$ cat src/hdl/cfq_pkg.sv
// Package for the common FIFO transmit block: map, fields, constants
package cfq_pkg;

	// ----------------------------------------
	// Register offsets (byte addresses)
	// ----------------------------------------
	localparam logic [7:0] ADDR_CONFIG_LOWER = 8'h00;
	localparam logic [7:0] ADDR_CONFIG_UPPER = 8'h04;
	localparam logic [7:0] ADDR_STATUS = 8'h08;
	localparam logic [7:0] ADDR_GLOBAL_UPPER = 8'h0C;
	localparam logic [7:0] ADDR_TX_SOURCES = 8'h10;
	localparam logic [7:0] ADDR_MSG_ID = 8'h14;
	localparam logic [7:0] ADDR_MSG_DATA = 8'h18;
	localparam logic [7:0] ADDR_MSG_PUSH = 8'h1C;
	localparam logic [7:0] ADDR_CHAN_CTRL = 8'h20;

	// ----------------------------------------
	// Field positions
	// ----------------------------------------
	localparam int CFG_ENABLE_BIT = 0;
	localparam int CFG_TX_MODE_BIT = 1;
	localparam int CFG_IRQ_ENABLE_BIT = 2;
	localparam int CFG_IRQ_MODE_BIT = 3;
	localparam int UP_INTERVAL_LSB = 0;
	localparam int UP_SOURCE_BIT = 8;
	localparam int UP_TENFOLD_BIT = 9;
	localparam int UP_LINK_LSB = 10;
	localparam int ST_EMPTY_BIT = 0;
	localparam int ST_FULL_BIT = 1;
	localparam int ST_IRQ_FLAG_BIT = 2;
	localparam int ST_COUNT_LSB = 8;
	localparam int PUSH_REMOTE_BIT = 0;
	localparam int CH_RESET_BIT = 0;
	localparam int CH_FD_BIT = 1;

	// ----------------------------------------
	// Reset values and timing
	// ----------------------------------------
	localparam logic [31:0] RST_CONFIG_LOWER = 32'h0000_0000;
	localparam logic [31:0] RST_CONFIG_UPPER = 32'h0000_0000;
	localparam logic [15:0] RST_PRESCALER = 16'h0001;
	localparam logic [1:0] RST_CHAN_CTRL = 2'h1;
	localparam int FIFO_DEPTH = 16;
	localparam int TENFOLD = 10;
	localparam int CLK_MHZ = 50;
	localparam int START_LATENCY_CLKS = 120;

	// ----------------------------------------
	// Types
	// ----------------------------------------
	typedef struct packed {
		logic remote;
		logic [28:0] id;
		logic [31:0] data;
	} cfq_msg_s;

	typedef struct packed {
		logic valid;
		logic [1:0] slot;
		cfq_msg_s msg;
	} cfq_tx_req_s;

	typedef enum logic [1:0] {
		CFQ_IDLE,
		CFQ_REQUEST,
		CFQ_WAIT_DONE,
		CFQ_GAP
	} cfq_state_e;

endpackage

$ cat src/hdl/cfq_fifo_tx.sv
// Common FIFO transmit queue with interval timer and APB registers
//
// Functional notes
// - Sends data and remote frames from FIFO
// - Sixteen entries, strict first-in first-out
// - Mode bit selects receive or transmit
// - Two-bit field picks linked transmit slot
// - Only head message offered for priority
// - Disable aborts frame, flushes, empty reads one
// - No abort interrupt; finishing frame may flag
// - Interval counts after EOF bit seven
// - Elapsed interval starts next, clears count
// - Timer stops on disable or channel reset
// - Source 00 ticks every prescaler clocks
// - Source 10 ticks ten prescaled periods
// - Source x1 counts bit-time clocks
// - Interval multiplier is eight-bit field
// - Request issued promptly to transmitter
// - Irq on empty-after-send or every message
// - Per-FIFO enable gates only FIFO flag in channel transmit irq
// - Disable leaves irq flag; software clears
// - Sources register shows merged transmit irqs
module cfq_fifo_tx #(
	parameter int DEPTH = cfq_pkg::FIFO_DEPTH
) (
	input wire logic i_clk,
	input wire logic i_reset,
	input wire logic i_psel,
	input wire logic i_penable,
	input wire logic i_pwrite,
	input wire logic [7:0] i_paddr,
	input wire logic [31:0] i_pwdata,
	output logic [31:0] o_prdata,
	output logic o_pready,
	output logic o_pslverr,
	input wire logic i_nominal_bit_tick,
	input wire logic i_data_bit_tick,
	input wire logic i_eof_bit7,
	input wire logic i_tx_done,
	input wire logic i_buf_tx_irq,
	input wire logic i_buf_abort_irq,
	input wire logic i_history_irq,
	output cfq_pkg::cfq_tx_req_s o_tx_req,
	output logic o_tx_abort,
	output logic o_tx_irq
);

	localparam int AW = $clog2(DEPTH);

	// ----------------------------------------
	// Registers and storage
	// ----------------------------------------
	logic [3:0] cfg_lower;
	logic [11:0] cfg_upper;
	logic [15:0] interval_prescaler;
	logic [1:0] chan_ctrl;
	logic [28:0] stage_id;
	logic stage_remote;
	logic [31:0] stage_data;
	cfq_pkg::cfq_msg_s mem [DEPTH];
	logic [AW-1:0] rd_ptr;
	logic [AW-1:0] wr_ptr;
	logic [AW:0] count;
	logic fifo_tx_irq_flag;
	cfq_pkg::cfq_state_e state;
	logic [15:0] pre_cnt;
	logic [3:0] ten_cnt;
	logic [7:0] interval_count;
	logic first_sent;
	logic await_eof;
	logic [31:0] lower_word;
	logic [31:0] upper_word;
	logic [31:0] status_word;

	wire logic fifo_enable = cfg_lower[cfq_pkg::CFG_ENABLE_BIT];
	wire logic tx_mode = cfg_lower[cfq_pkg::CFG_TX_MODE_BIT];
	wire logic fifo_tx_irq_enable = cfg_lower[cfq_pkg::CFG_IRQ_ENABLE_BIT];
	wire logic fifo_irq_mode = cfg_lower[cfq_pkg::CFG_IRQ_MODE_BIT];
	wire logic [7:0] interval_field = cfg_upper[cfq_pkg::UP_INTERVAL_LSB +: 8];
	wire logic interval_source_select = cfg_upper[cfq_pkg::UP_SOURCE_BIT];
	wire logic interval_tenfold_select = cfg_upper[cfq_pkg::UP_TENFOLD_BIT];
	wire logic [1:0] fifo_link_slot_select =
		cfg_upper[cfq_pkg::UP_LINK_LSB +: 2];
	wire logic chan_reset = chan_ctrl[cfq_pkg::CH_RESET_BIT];
	wire logic active = fifo_enable & tx_mode & ~chan_reset;
	wire logic fifo_empty_flag = (count == '0);
	wire logic fifo_full = (count == (AW+1)'(DEPTH));

	wire logic wr_access = i_psel & i_penable & i_pwrite;
	wire logic push = wr_access & (i_paddr == cfq_pkg::ADDR_MSG_PUSH)
		& ~fifo_full;
	wire logic done_ok = (state == cfq_pkg::CFQ_WAIT_DONE) & i_tx_done;
	wire logic pop = done_ok & ~fifo_empty_flag;
	wire logic last_left = (count == (AW+1)'(1)) & ~push;
	wire logic clr_irq = wr_access & (i_paddr == cfq_pkg::ADDR_STATUS)
		& i_pwdata[cfq_pkg::ST_IRQ_FLAG_BIT];
	wire logic [3:0] global_tx_irq_sources = {i_history_irq,
		fifo_tx_irq_flag & fifo_tx_irq_enable, i_buf_abort_irq,
		i_buf_tx_irq};

	// ----------------------------------------
	// Configuration registers
	// ----------------------------------------
	always_ff @(posedge i_clk or posedge i_reset) begin
		if (i_reset) begin
			cfg_lower <= cfq_pkg::RST_CONFIG_LOWER[3:0];
			cfg_upper <= cfq_pkg::RST_CONFIG_UPPER[11:0];
			interval_prescaler <= cfq_pkg::RST_PRESCALER;
			chan_ctrl <= cfq_pkg::RST_CHAN_CTRL;
			stage_id <= '0;
			stage_remote <= 1'b0;
			stage_data <= '0;
		end else if (wr_access) begin
			unique case (i_paddr)
				cfq_pkg::ADDR_CONFIG_LOWER: cfg_lower <= i_pwdata[3:0];
				cfq_pkg::ADDR_CONFIG_UPPER: cfg_upper <= i_pwdata[11:0];
				cfq_pkg::ADDR_GLOBAL_UPPER:
					interval_prescaler <= i_pwdata[15:0];
				cfq_pkg::ADDR_CHAN_CTRL: chan_ctrl <= i_pwdata[1:0];
				cfq_pkg::ADDR_MSG_ID: stage_id <= i_pwdata[28:0];
				cfq_pkg::ADDR_MSG_DATA: stage_data <= i_pwdata;
				cfq_pkg::ADDR_MSG_PUSH:
					stage_remote <= i_pwdata[cfq_pkg::PUSH_REMOTE_BIT];
				default: begin
				end
			endcase
		end
	end

	// ----------------------------------------
	// FIFO storage and pointers
	// ----------------------------------------
	always_ff @(posedge i_clk) begin
		if (push) begin
			mem[wr_ptr] <= '{remote: i_pwdata[cfq_pkg::PUSH_REMOTE_BIT],
				id: stage_id, data: stage_data};
		end
	end

	always_ff @(posedge i_clk or posedge i_reset) begin
		if (i_reset) begin
			rd_ptr <= '0;
			wr_ptr <= '0;
			count <= '0;
		end else if (!fifo_enable) begin
			rd_ptr <= '0;
			wr_ptr <= '0;
			count <= '0;
		end else begin
			if (push) begin
				wr_ptr <= wr_ptr + 1'b1;
			end
			if (pop) begin
				rd_ptr <= rd_ptr + 1'b1;
			end
			count <= count + (AW+1)'(push) - (AW+1)'(pop);
		end
	end

	// ----------------------------------------
	// Interval tick source
	// ----------------------------------------
	logic base_tick;
	logic ten_tick;
	logic src_tick;
	assign base_tick = (pre_cnt >= interval_prescaler - 16'h0001);
	assign ten_tick = base_tick & (ten_cnt == 4'(cfq_pkg::TENFOLD - 1));
	always_comb begin
		if (interval_source_select) begin
			src_tick = chan_ctrl[cfq_pkg::CH_FD_BIT] ? i_data_bit_tick
				: i_nominal_bit_tick;
		end else if (interval_tenfold_select) begin
			src_tick = ten_tick;
		end else begin
			src_tick = base_tick;
		end
	end

	always_ff @(posedge i_clk or posedge i_reset) begin
		if (i_reset) begin
			pre_cnt <= '0;
			ten_cnt <= '0;
		end else if (state != cfq_pkg::CFQ_GAP) begin
			pre_cnt <= '0;
			ten_cnt <= '0;
		end else if (base_tick) begin
			pre_cnt <= '0;
			ten_cnt <= ten_tick ? 4'h0 : ten_cnt + 4'h1;
		end else begin
			pre_cnt <= pre_cnt + 16'h0001;
		end
	end

	// ----------------------------------------
	// Transmit sequencer
	// ----------------------------------------
	always_ff @(posedge i_clk or posedge i_reset) begin
		if (i_reset) begin
			state <= cfq_pkg::CFQ_IDLE;
			interval_count <= '0;
			first_sent <= 1'b0;
		end else if (!active) begin
			state <= cfq_pkg::CFQ_IDLE;
			interval_count <= '0;
			first_sent <= 1'b0;
		end else begin
			unique case (state)
				cfq_pkg::CFQ_IDLE: begin
					if (!fifo_empty_flag) begin
						state <= cfq_pkg::CFQ_REQUEST;
					end
				end
				cfq_pkg::CFQ_REQUEST: begin
					state <= cfq_pkg::CFQ_WAIT_DONE;
				end
				cfq_pkg::CFQ_WAIT_DONE: begin
					if (i_tx_done) begin
						first_sent <= 1'b1;
					end
					if (i_eof_bit7 && (first_sent || i_tx_done)) begin
						interval_count <= interval_field;
						state <= (interval_field == 8'h00)
							? cfq_pkg::CFQ_IDLE : cfq_pkg::CFQ_GAP;
					end
				end
				cfq_pkg::CFQ_GAP: begin
					if (src_tick) begin
						if (interval_count <= 8'h01) begin
							interval_count <= '0;
							state <= cfq_pkg::CFQ_IDLE;
						end else begin
							interval_count <= interval_count - 8'h01;
						end
					end
				end
			endcase
		end
	end

	// ----------------------------------------
	// Hold back the next head until end of frame
	// ----------------------------------------
	always_ff @(posedge i_clk or posedge i_reset) begin
		if (i_reset) begin
			await_eof <= 1'b0;
		end else if (!active || i_eof_bit7) begin
			await_eof <= 1'b0;
		end else if (done_ok) begin
			await_eof <= 1'b1;
		end
	end

	// ----------------------------------------
	// Transmit request outputs
	// ----------------------------------------
	always_ff @(posedge i_clk or posedge i_reset) begin
		if (i_reset) begin
			o_tx_req <= '0;
			o_tx_abort <= 1'b0;
		end else begin
			o_tx_abort <= ~active & o_tx_req.valid;
			o_tx_req.valid <= active & ~fifo_empty_flag & ~await_eof
				& (state != cfq_pkg::CFQ_GAP) & ~pop;
			o_tx_req.slot <= fifo_link_slot_select;
			o_tx_req.msg <= mem[rd_ptr];
		end
	end

	// ----------------------------------------
	// Transmit complete flag and interrupt
	// ----------------------------------------
	always_ff @(posedge i_clk or posedge i_reset) begin
		if (i_reset) begin
			fifo_tx_irq_flag <= 1'b0;
		end else if (done_ok && (!fifo_irq_mode || last_left)) begin
			fifo_tx_irq_flag <= 1'b1;
		end else if (clr_irq) begin
			fifo_tx_irq_flag <= 1'b0;
		end
	end

	always_ff @(posedge i_clk or posedge i_reset) begin
		if (i_reset) begin
			o_tx_irq <= 1'b0;
		end else begin
			o_tx_irq <= |global_tx_irq_sources;
		end
	end

	// ----------------------------------------
	// APB read and response
	// ----------------------------------------
	always_comb begin
		lower_word = '0;
		lower_word[cfq_pkg::CFG_ENABLE_BIT] = fifo_enable;
		lower_word[cfq_pkg::CFG_TX_MODE_BIT] = tx_mode;
		lower_word[cfq_pkg::CFG_IRQ_ENABLE_BIT] = fifo_tx_irq_enable;
		lower_word[cfq_pkg::CFG_IRQ_MODE_BIT] = fifo_irq_mode;
	end

	always_comb begin
		upper_word = '0;
		upper_word[cfq_pkg::UP_INTERVAL_LSB +: 8] = interval_field;
		upper_word[cfq_pkg::UP_SOURCE_BIT] = interval_source_select;
		upper_word[cfq_pkg::UP_TENFOLD_BIT] = interval_tenfold_select;
		upper_word[cfq_pkg::UP_LINK_LSB +: 2] = fifo_link_slot_select;
	end

	always_comb begin
		status_word = '0;
		status_word[cfq_pkg::ST_EMPTY_BIT] = fifo_empty_flag;
		status_word[cfq_pkg::ST_FULL_BIT] = fifo_full;
		status_word[cfq_pkg::ST_IRQ_FLAG_BIT] = fifo_tx_irq_flag;
		status_word[cfq_pkg::ST_COUNT_LSB +: AW+1] = count;
	end

	always_ff @(posedge i_clk or posedge i_reset) begin
		if (i_reset) begin
			o_prdata <= '0;
			o_pready <= 1'b0;
			o_pslverr <= 1'b0;
		end else begin
			o_pready <= i_psel & ~i_penable;
			o_pslverr <= 1'b0;
			o_prdata <= '0;
			if (i_psel && !i_penable) begin
				unique case (i_paddr)
					cfq_pkg::ADDR_CONFIG_LOWER: o_prdata <= lower_word;
					cfq_pkg::ADDR_CONFIG_UPPER: o_prdata <= upper_word;
					cfq_pkg::ADDR_STATUS: o_prdata <= status_word;
					cfq_pkg::ADDR_GLOBAL_UPPER:
						o_prdata <= {16'h0, interval_prescaler};
					cfq_pkg::ADDR_TX_SOURCES:
						o_prdata <= {28'h0, global_tx_irq_sources};
					cfq_pkg::ADDR_MSG_ID: o_prdata <= {3'h0, stage_id};
					cfq_pkg::ADDR_MSG_DATA: o_prdata <= stage_data;
					cfq_pkg::ADDR_MSG_PUSH: o_prdata <= {31'h0, stage_remote};
					cfq_pkg::ADDR_CHAN_CTRL: o_prdata <= {30'h0, chan_ctrl};
					default: o_pslverr <= 1'b1;
				endcase
			end
		end
	end

endmodule

$ cat config.mk
export PLATFORM = sky130hd
export DESIGN_NAME = cfq_fifo_tx
export DESIGN_NICKNAME = d
export VERILOG_FILES = /design/src/hdl/cfq_pkg.sv /design/src/hdl/cfq_fifo_tx.sv
export SDC_FILE = /design/constraint.sdc
export NUM_CORES = 1
export LEC_CHECK = 0
export ABC_AREA = 1
export BUFFER_PORTS_ARGS = -buffer_cell sky130_fd_sc_hd__buf_2
export CAP_MARGIN = 20
export CORE_UTILIZATION = 45
export DETAILED_ROUTE_END_ITERATION = 12
export GPL_ROUTABILITY_DRIVEN = 0
export GPL_TIMING_DRIVEN = 0
export SKIP_LAST_GASP = 1
export SLEW_MARGIN = 40
export SYNTH_ARGS = -nofsm -noshare
export SYNTH_HDL_FRONTEND = slang
export SYNTH_SLANG_ARGS = --single-unit
$ cat constraint.sdc
create_clock -name i_clk -period 8.5 [get_ports i_clk]
set_clock_uncertainty 0.2 [all_clocks]
set_input_delay 0.85 -clock i_clk [delete_from_list [all_inputs] [get_ports i_clk]]
set_output_delay 0.85 -clock i_clk [all_outputs]
set_load 0.005 [all_outputs]
==> results of run 1 <==
cells by family after synthesis:
kind of cell               Yosys count  share of synthesized area
buffers and inverters              365                     0.0305
muxes                                3                   0.000699
DFF                               1235                      0.742
and+or+nand+nor                   1064                     0.0869
AOI/OAI and AO/OA                 1021                      0.126
adders and majority gates           34                    0.00895
xor gates and xnor gates            29                    0.00525
cells in the mapped netlist, types with 3 or more instances:
cell      number  area, um^2
edfxtp_1     992       29800
nor2_1       588        2210
o21ai_0      388        1940
nand2_1      349        1310
dfrtp_1      241        6030
o21ai_1      235        1180
o221ai_1     172        1510
clkbuf_1     160         601
inv_1        115         432
o22ai_1       89         557
nand3_1       85         425
o211ai_1      79         593
buf_2         49         245
a21oi_1       47         235
ha_1          33         413
xor2_1        20         175
nand4_1       15        93.8
nor3_1        15        75.1
inv_2         14        52.6
clkbuf_2      10        50.1
xnor2_1        9        78.8
buf_1          7        26.3
buf_4          6        45.0
a31oi_1        5        31.3
clkinv_1       3        11.3
mux2_1         3        33.8
nand3b_1       3        22.5
nor3_2         3        30.0
metrics by stage:
stage | utilization | setup TNS [ps] | area, um^2 | std cells
final | 0.540 | 0 | 57200 | 5621
after global routing | 0.540 | 0 | 57200 | 5620
after CTS | 0.540 | 0 | 57100 | 5620
after detailed placement | 0.500 | 0 | 52900 | 5380
after global placement | 0.480 | -801480 | 50900 | 5294
after floorplan | - | 0 | 48400 | 3751
critical path, cell delays in order (launching register included):
cell and delay [ps]:
dfrtp_1 430, inv_2 110, nand2_1 50, nor2_1 160, nand3_1 160, nor3_2 300, nand3_1 140, xnor2_1 180
inv_1 60, ha_1 290, nand2_1 90, nor3_1 270, nand2_1 110, nand2_1 180, nand2_1 150, nand2_1 140
buf_2 250, o211ai_1 130
cell usage in the layout, fill, tap and decap left out, types with 9 or more instances in the layout:
| cell | netlist | layout |
|---|---|---|
| clkbuf_16 | 0 | 139 |
| nor3_1 | 15 | 15 |
| ha_1 | 33 | 33 |
| o21ai_0 | 388 | 388 |
| o21ai_1 | 235 | 235 |
| xnor2_1 | 9 | 9 |
| nand4_1 | 15 | 15 |
| clkbuf_1 | 160 | 181 |
| buf_8 | 0 | 36 |
| nand2_1 | 349 | 349 |
| a21oi_1 | 47 | 47 |
| o221ai_1 | 172 | 172 |
| edfxtp_1 | 992 | 992 |
| nand3_1 | 85 | 85 |
| buf_2 | 49 | 201 |
| buf_16 | 0 | 50 |
| o211ai_1 | 79 | 79 |
| clkbuf_2 | 10 | 23 |
| inv_1 | 115 | 114 |
| nor2_1 | 588 | 572 |
| clkinv_1 | 3 | 21 |
| inv_2 | 14 | 14 |
| o22ai_1 | 89 | 89 |
| nor2_4 | 0 | 16 |
| dfrtp_2 | 0 | 10 |
| xor2_1 | 20 | 20 |
| clkinv_2 | 0 | 27 |
| dfrtp_1 | 241 | 231 |
flip-flops by register name, summed over array words and instances (netlist names), 2 cells and up:
signal              cells
mem                   992
o_tx_req               65
o_prdata               32
stage_data             32
stage_id               29
interval_prescaler     16
pre_cnt                16
cfg_upper              12
interval_count          8
count                   5
cfg_lower               4
rd_ptr                  4
ten_cnt                 4
wr_ptr                  4
chan_ctrl               2
state                   2
final cells by class:
class | instances | share of cell area
diodes | 1 | 0.0000438
plain buffers | 233 | 0.0174
clock buffers | 178 | 0.0645
clock inverters | 61 | 0.00917
inverters | 132 | 0.00880
multi-input cells | 2151 | 0.195
flip-flops and latches | 1235 | 0.628
well taps | 1391 | 0.0305
repair buffers | 239 | 0.0470
report_power, final:
group          total, W  internal (W)  switching, W
Sequential      0.00652       0.00649     0.0000335
Clock           0.00561       0.00324       0.00237
Combinational  0.000102     0.0000309     0.0000712
Total            0.0122       0.00975       0.00248
routing by layer:
| layer | part of all wire | vias to the layer above | track usage |
|---|---|---|---|
| met5 | 0.00025 | - | 0 |
| met4 | 0.038 | 6 | 0.111 |
| met3 | 0.10 | 325 | 0.0523 |
| met2 | 0.45 | 1875 | 0.428 |
| met1 | 0.41 | 16700 | 0.401 |
| li1 | - | 14600 | - |
how the worst max path moves through the flow:
stage                          start           endpoint  slack [ps]  cells after the start
2_1_floorplan                i_reset          await_eof         780                      1
3_3_place_gp                 i_reset       o_tx_req[39]       -2730                      2
3_5_place_dp              i_paddr[7]        mem[14][33]        4570                     13
4_1_cts        interval_prescaler[0]           state[0]        4980                     17
5_1_grt        interval_prescaler[0]  interval_count[1]        4640                     18
6_report       interval_prescaler[2]           state[0]        4970                     17
==> key figures, run 1 <==
STA
  • Slew @ Worst Pin: 970 ps
  • Fmax achieved: 283 MHz
  • Final setup viols: 0
  • Setup WS post-layout: 4970 ps
  • RSZ-0062 raised after global routing: no
  • Min Tclk post-route: 3530 ps
  • Rel. slew slack: 0.354
  • Fin. max-slew vios: 0
  • Min Hold Slack: 105 ps
  • Fin. Hold Viols: 0
  • Period Utilization, post-route: 0.416

Floorplan
  • Die Ht: 330 um
  • DIE AREA: 109000 um^2
  • Chip width: 330 um
  • Core area: 106000 um^2
  • Row count: 119
  • Starting density of the core: 0.457
  • Ports: 153

Power and ir drop
  • Pwr/cell area: 214 nW/um^2
  • Power Total: 0.0122 W
  • Leak: 22.1 nW
  • Max VDD drop: 0.200 mV

Synth
  • Post-Synthesis Cells: 3751
  • Yosys warns: 0
  • Synth Flop Type: edfxtp_1
  • Seq/Total Area, Yosys: 0.742
  • Number of flops mapped to enable cells by yosys: 992
  • Yosys cell types: 40
  • Synth Cell Area: 48400 um^2
  • Synth async-reset ratio: 0.197
  • Syn Area/Cell: 12.9 um^2
  • Syn_nets: 3837
  • #FFs+latches synth: 1235

GRT
  • Vias in the first global route: 31900
  • Remaining Overflow, GRT: 0
  • Global Route Usage Sum: 0.281
  • Largest net degree at the start of global routing: 64
  • Initial antenna violation count: 9
  • First-pass GRT wire length: 219000 um

Route
  • # DRC: 0
  • Detail-routed via count per cell: 5.96
  • DRT iter0 DRCs: 4235
  • DRT antenna net count: 0
  • Vias: 33500
  • Post-Route WL: 154000 um
  • DR pass1 iterations: 5
  • Wire per inst: 27.3 um

Clock network
  • Clk sink count: 1235
  • # resized after CTS: 0
  • CTS tree: built
  • CTS buffer count: 132
  • Clock Latency Late Sink: 740 ps
  • Clock Tree Buf Depth: 3
  • Post-CTS Setup Bufs: 0
  • CTS Root Cell: clkbuf_16
  • Clk slew on worst S/H paths: 60 ps
  • Post-CTS Hold Fix Bufs: 1
  • CTS H-tree lvls: 4

Placed design
  • Post-Place Worst Slack: 4570 ps
  • Post-DP HPWL: 106000 um
  • I/O Buffers: 152

Final layout
  • Share of cells above drive strength 1: 0.131
  • Sequential Area: 35900 um^2
  • Area occupied by multi-input gates: 11100 um^2
  • Fill cell count: 8750
  • Area growth syn-to-layout: 18.2%
  • Nets@finish: 4210

Setup path
  • CP Class: reg -> reg
  • Arrival time at the worst endpoint: 3920 ps
  • Setup crit end kind: flop
  • FF-to-FF Start: interval_prescaler[2]
  • CP max FO: 10
  • Crit path launch type: flop
  • Data required, critical path: 8880 ps
  • Worst Reg-to-Reg Cells: 17
  • R2R Setup Slk: 4970 ps
  • Reg2reg end: state[0]

Outcome
  • Outcome: completed

Job
  • Maxcap violations: 0

Min path
  • Hold EP: o_pslverr
  • HP Start: i_penable
  • Hold Crit Class: in -> reg
  • Hold Path Depth: 2
Power figures use the tool's default switching activity.
==> run 2: changes to the inputs <==
==> constraint.sdc (replaced) <==
create_clock -name i_clk -period 3.1 [get_ports i_clk]
set_clock_uncertainty 0.2 [all_clocks]
set_input_delay 0.31 -clock i_clk [delete_from_list [all_inputs] [get_ports i_clk]]
set_output_delay 0.31 -clock i_clk [all_outputs]
set_load 0.005 [all_outputs]
==> run 2 against run 1 <==
Compared with the run above: register-to-register slack worse by 4800 ps; die area stayed put; wire length is 0.25% lower; clock power grew to 2.7 times the previous value; core utilization is 0.84 points higher; sequential power grew to 2.7 times the previous value; power grew to 2.7 times the previous value.
==> key figures, run 2 (synthesized netlist as in run 1, its figures left out) <==
Route
  • # DRC: 0
  • DRT iter0 DRCs: 4269
  • Wire per inst: 26.9 um
  • Vias: 33800
  • Detail-routed via count per cell: 5.94
  • DRT antenna net count: 0
  • DR pass1 iterations: 6
  • Post-Route WL: 153000 um

Final layout
  • Most frequent cells in the layout: edfxtp_1, nor2_1, o21ai_0
  • Final core utilization: 0.548
  • Non-filler instance count after layout: 5693
  • Largest regs: mem (992), o_tx_req (65)
  • Max reg flops: 992
  • Most flops, register: mem
  • Commonest non-fill, non-tap cell in the layout: edfxtp_1
  • Nets@finish: 4284
  • Area growth syn-to-layout: 20.0%
  • Share of cells above drive strength 1: 0.138

Power and ir drop
  • Switching Fraction: 0.201
  • Comb power frac: 0.011
  • Max VDD drop: 0.456 mV
  • Leak: 22.4 nW
  • Reg power frac: 0.532
  • Pwr/cell area: 579 nW/um^2
  • Internal: 0.0268 W
  • Clock network fraction of design power: 0.457
  • Switch Pwr: 0.00676 W

Setup path
  • Top cell family by delay on the critical path: buffers and inverters
  • Most used cell, CP: buf_2
  • CP Cell Sequence: buf_2, buf_2, buf_2, nor2_1, o221ai_1, o211ai_1, nand2_1
  • Setup crit end kind: flop
  • Crit path launch type: flop
  • Arrival time at the worst endpoint: 3420 ps
  • CP Class: reg -> reg
  • Data required, critical path: 3550 ps
  • CP bufs+invs: 3
  • Slowest CP cell: buf_2
  • Crit path largest cell delay: 540 ps
  • CP max FO: 10

STA
  • Period Utilization, post-route: 0.957
  • Rel. slew slack: 0.383
  • Fin. max-slew vios: 0
  • Fmax achieved: 337 MHz
  • Min Tclk post-route: 2970 ps
  • RSZ-0062 raised after global routing: yes
  • Slew @ Worst Pin: 925 ps
  • Fin. Hold Viols: 0
  • Min Hold Slack: 100 ps
  • Final setup viols: 0

Outcome
  • Outcome: completed

Placed design
  • I/O Buffers: 152
  • Placed Instances: 5385
  • Post-DP HPWL: 105000 um

Floorplan
  • Chip width: 330 um
  • DIE AREA: 109000 um^2
  • Die Ht: 330 um
  • Starting density of the core: 0.457
  • Row count: 119
  • Core area: 106000 um^2
  • Ports: 153

GRT
  • Initial antenna violation count: 6
  • Vias in the first global route: 32200
  • Largest net degree at the start of global routing: 26
  • Remaining Overflow, GRT: 0
  • First-pass GRT wire length: 220000 um
  • Global Route Usage Sum: 0.282

Clock network
  • Clock Latency Late Sink: 750 ps
  • CTS Root Cell: clkbuf_16
  • CTS buffer count: 132
  • Clock Tree Buf Depth: 3
  • Clk sink count: 1235
  • CTS tree: built
  • CTS H-tree lvls: 4
  • Clk slew on worst S/H paths: 60 ps

Min path
  • Hold Crit Class: in -> reg

Job
  • Maxcap violations: 0
==> run 2: final timing paths <==
kind | from | to | slack, ps | cells after the start
worst max register to register | rd_ptr[0] | o_tx_req[61] | 130 | 7
max in group asynchronous | i_reset | o_tx_req[43] | 1050 | 9
worst min-delay path | i_paddr[6] | o_prdata[2] | 100 | 8
worst min register to register | cfg_upper[11] | o_tx_req[63] | 270 | 0
min in group asynchronous | i_reset | pre_cnt[10] | 470 | 4
worst max-delay path | rd_ptr[0] | o_tx_req[61] | 130 | 7
==> run 2: area by class of cell <==
cell class                      instances  area, um^2
Antenna cell                            3        7.51
Fill cell                            8660       47800
Timing Repair Buffer                  313        3450
Sequential cell                      1235       35900
Multi-Input combinational cell       2151       11300
Inverter                              132         499
Tap cell                             1391        1740
Clock buffer                          189        3730
Buffer                                233        1000
Clock inverter                         46         435
==> run 2: metrics by stage <==
stage | setup slack (ps) | power, W | instance area, um^2 | setup TNS [ps]
after floorplan | -598 | 0.0183 | 48500 | -144160
after global placement | -2460 | 0.0185 | 51000 | -1819030
after detailed placement | -374 | 0.0185 | 53000 | -18650
after CTS | 3.03 | 0.0337 | 57800 | 0
after global routing | -33.0 | 0.0344 | 58000 | -103
final | 134 | 0.0336 | 58000 | 0
==> run 2: metal layers <==
layer / vias up / share of wire / track usage
li1: 14700 / - / -
met1: 16800 / 0.41 / 0.396
met2: 1928 / 0.45 / 0.432
met3: 329 / 0.10 / 0.0561
met4: 0 / 0.039 / 0.113
met5: - / 0 / 0
==> run 2: power by group through the flow <==
stage	logic [W]	registers (W)	clock network (W)
3_3_place_gp	0.000262	0.0182	0
6_report	0.000382	0.0179	0.0153
5_1_grt	0.000426	0.0179	0.0161
4_1_cts	0.000368	0.0179	0.0155
2_1_floorplan	0.000149	0.0182	0
3_5_place_dp	0.000309	0.0182	0
==> run 2: tightest hold or removal path, delay by kind of cell <==
| kind | cells | cell delay (ps) |
|---|---|---|
| buffers and inverters | 2 | 120 |
| AND/OR/NAND/NOR | 6 | 560 |
==> run 2: what timing repair did <==
action / 4_1_cts / 5_1_grt
endpoints found under the setup margin: 30 / 41
setup buffers: 4 / 8
pin swaps: 2 / 17
hold endpoints to repair: 277 / 0
hold buffers: 57 / 0
gates resized for setup: 21 / 25
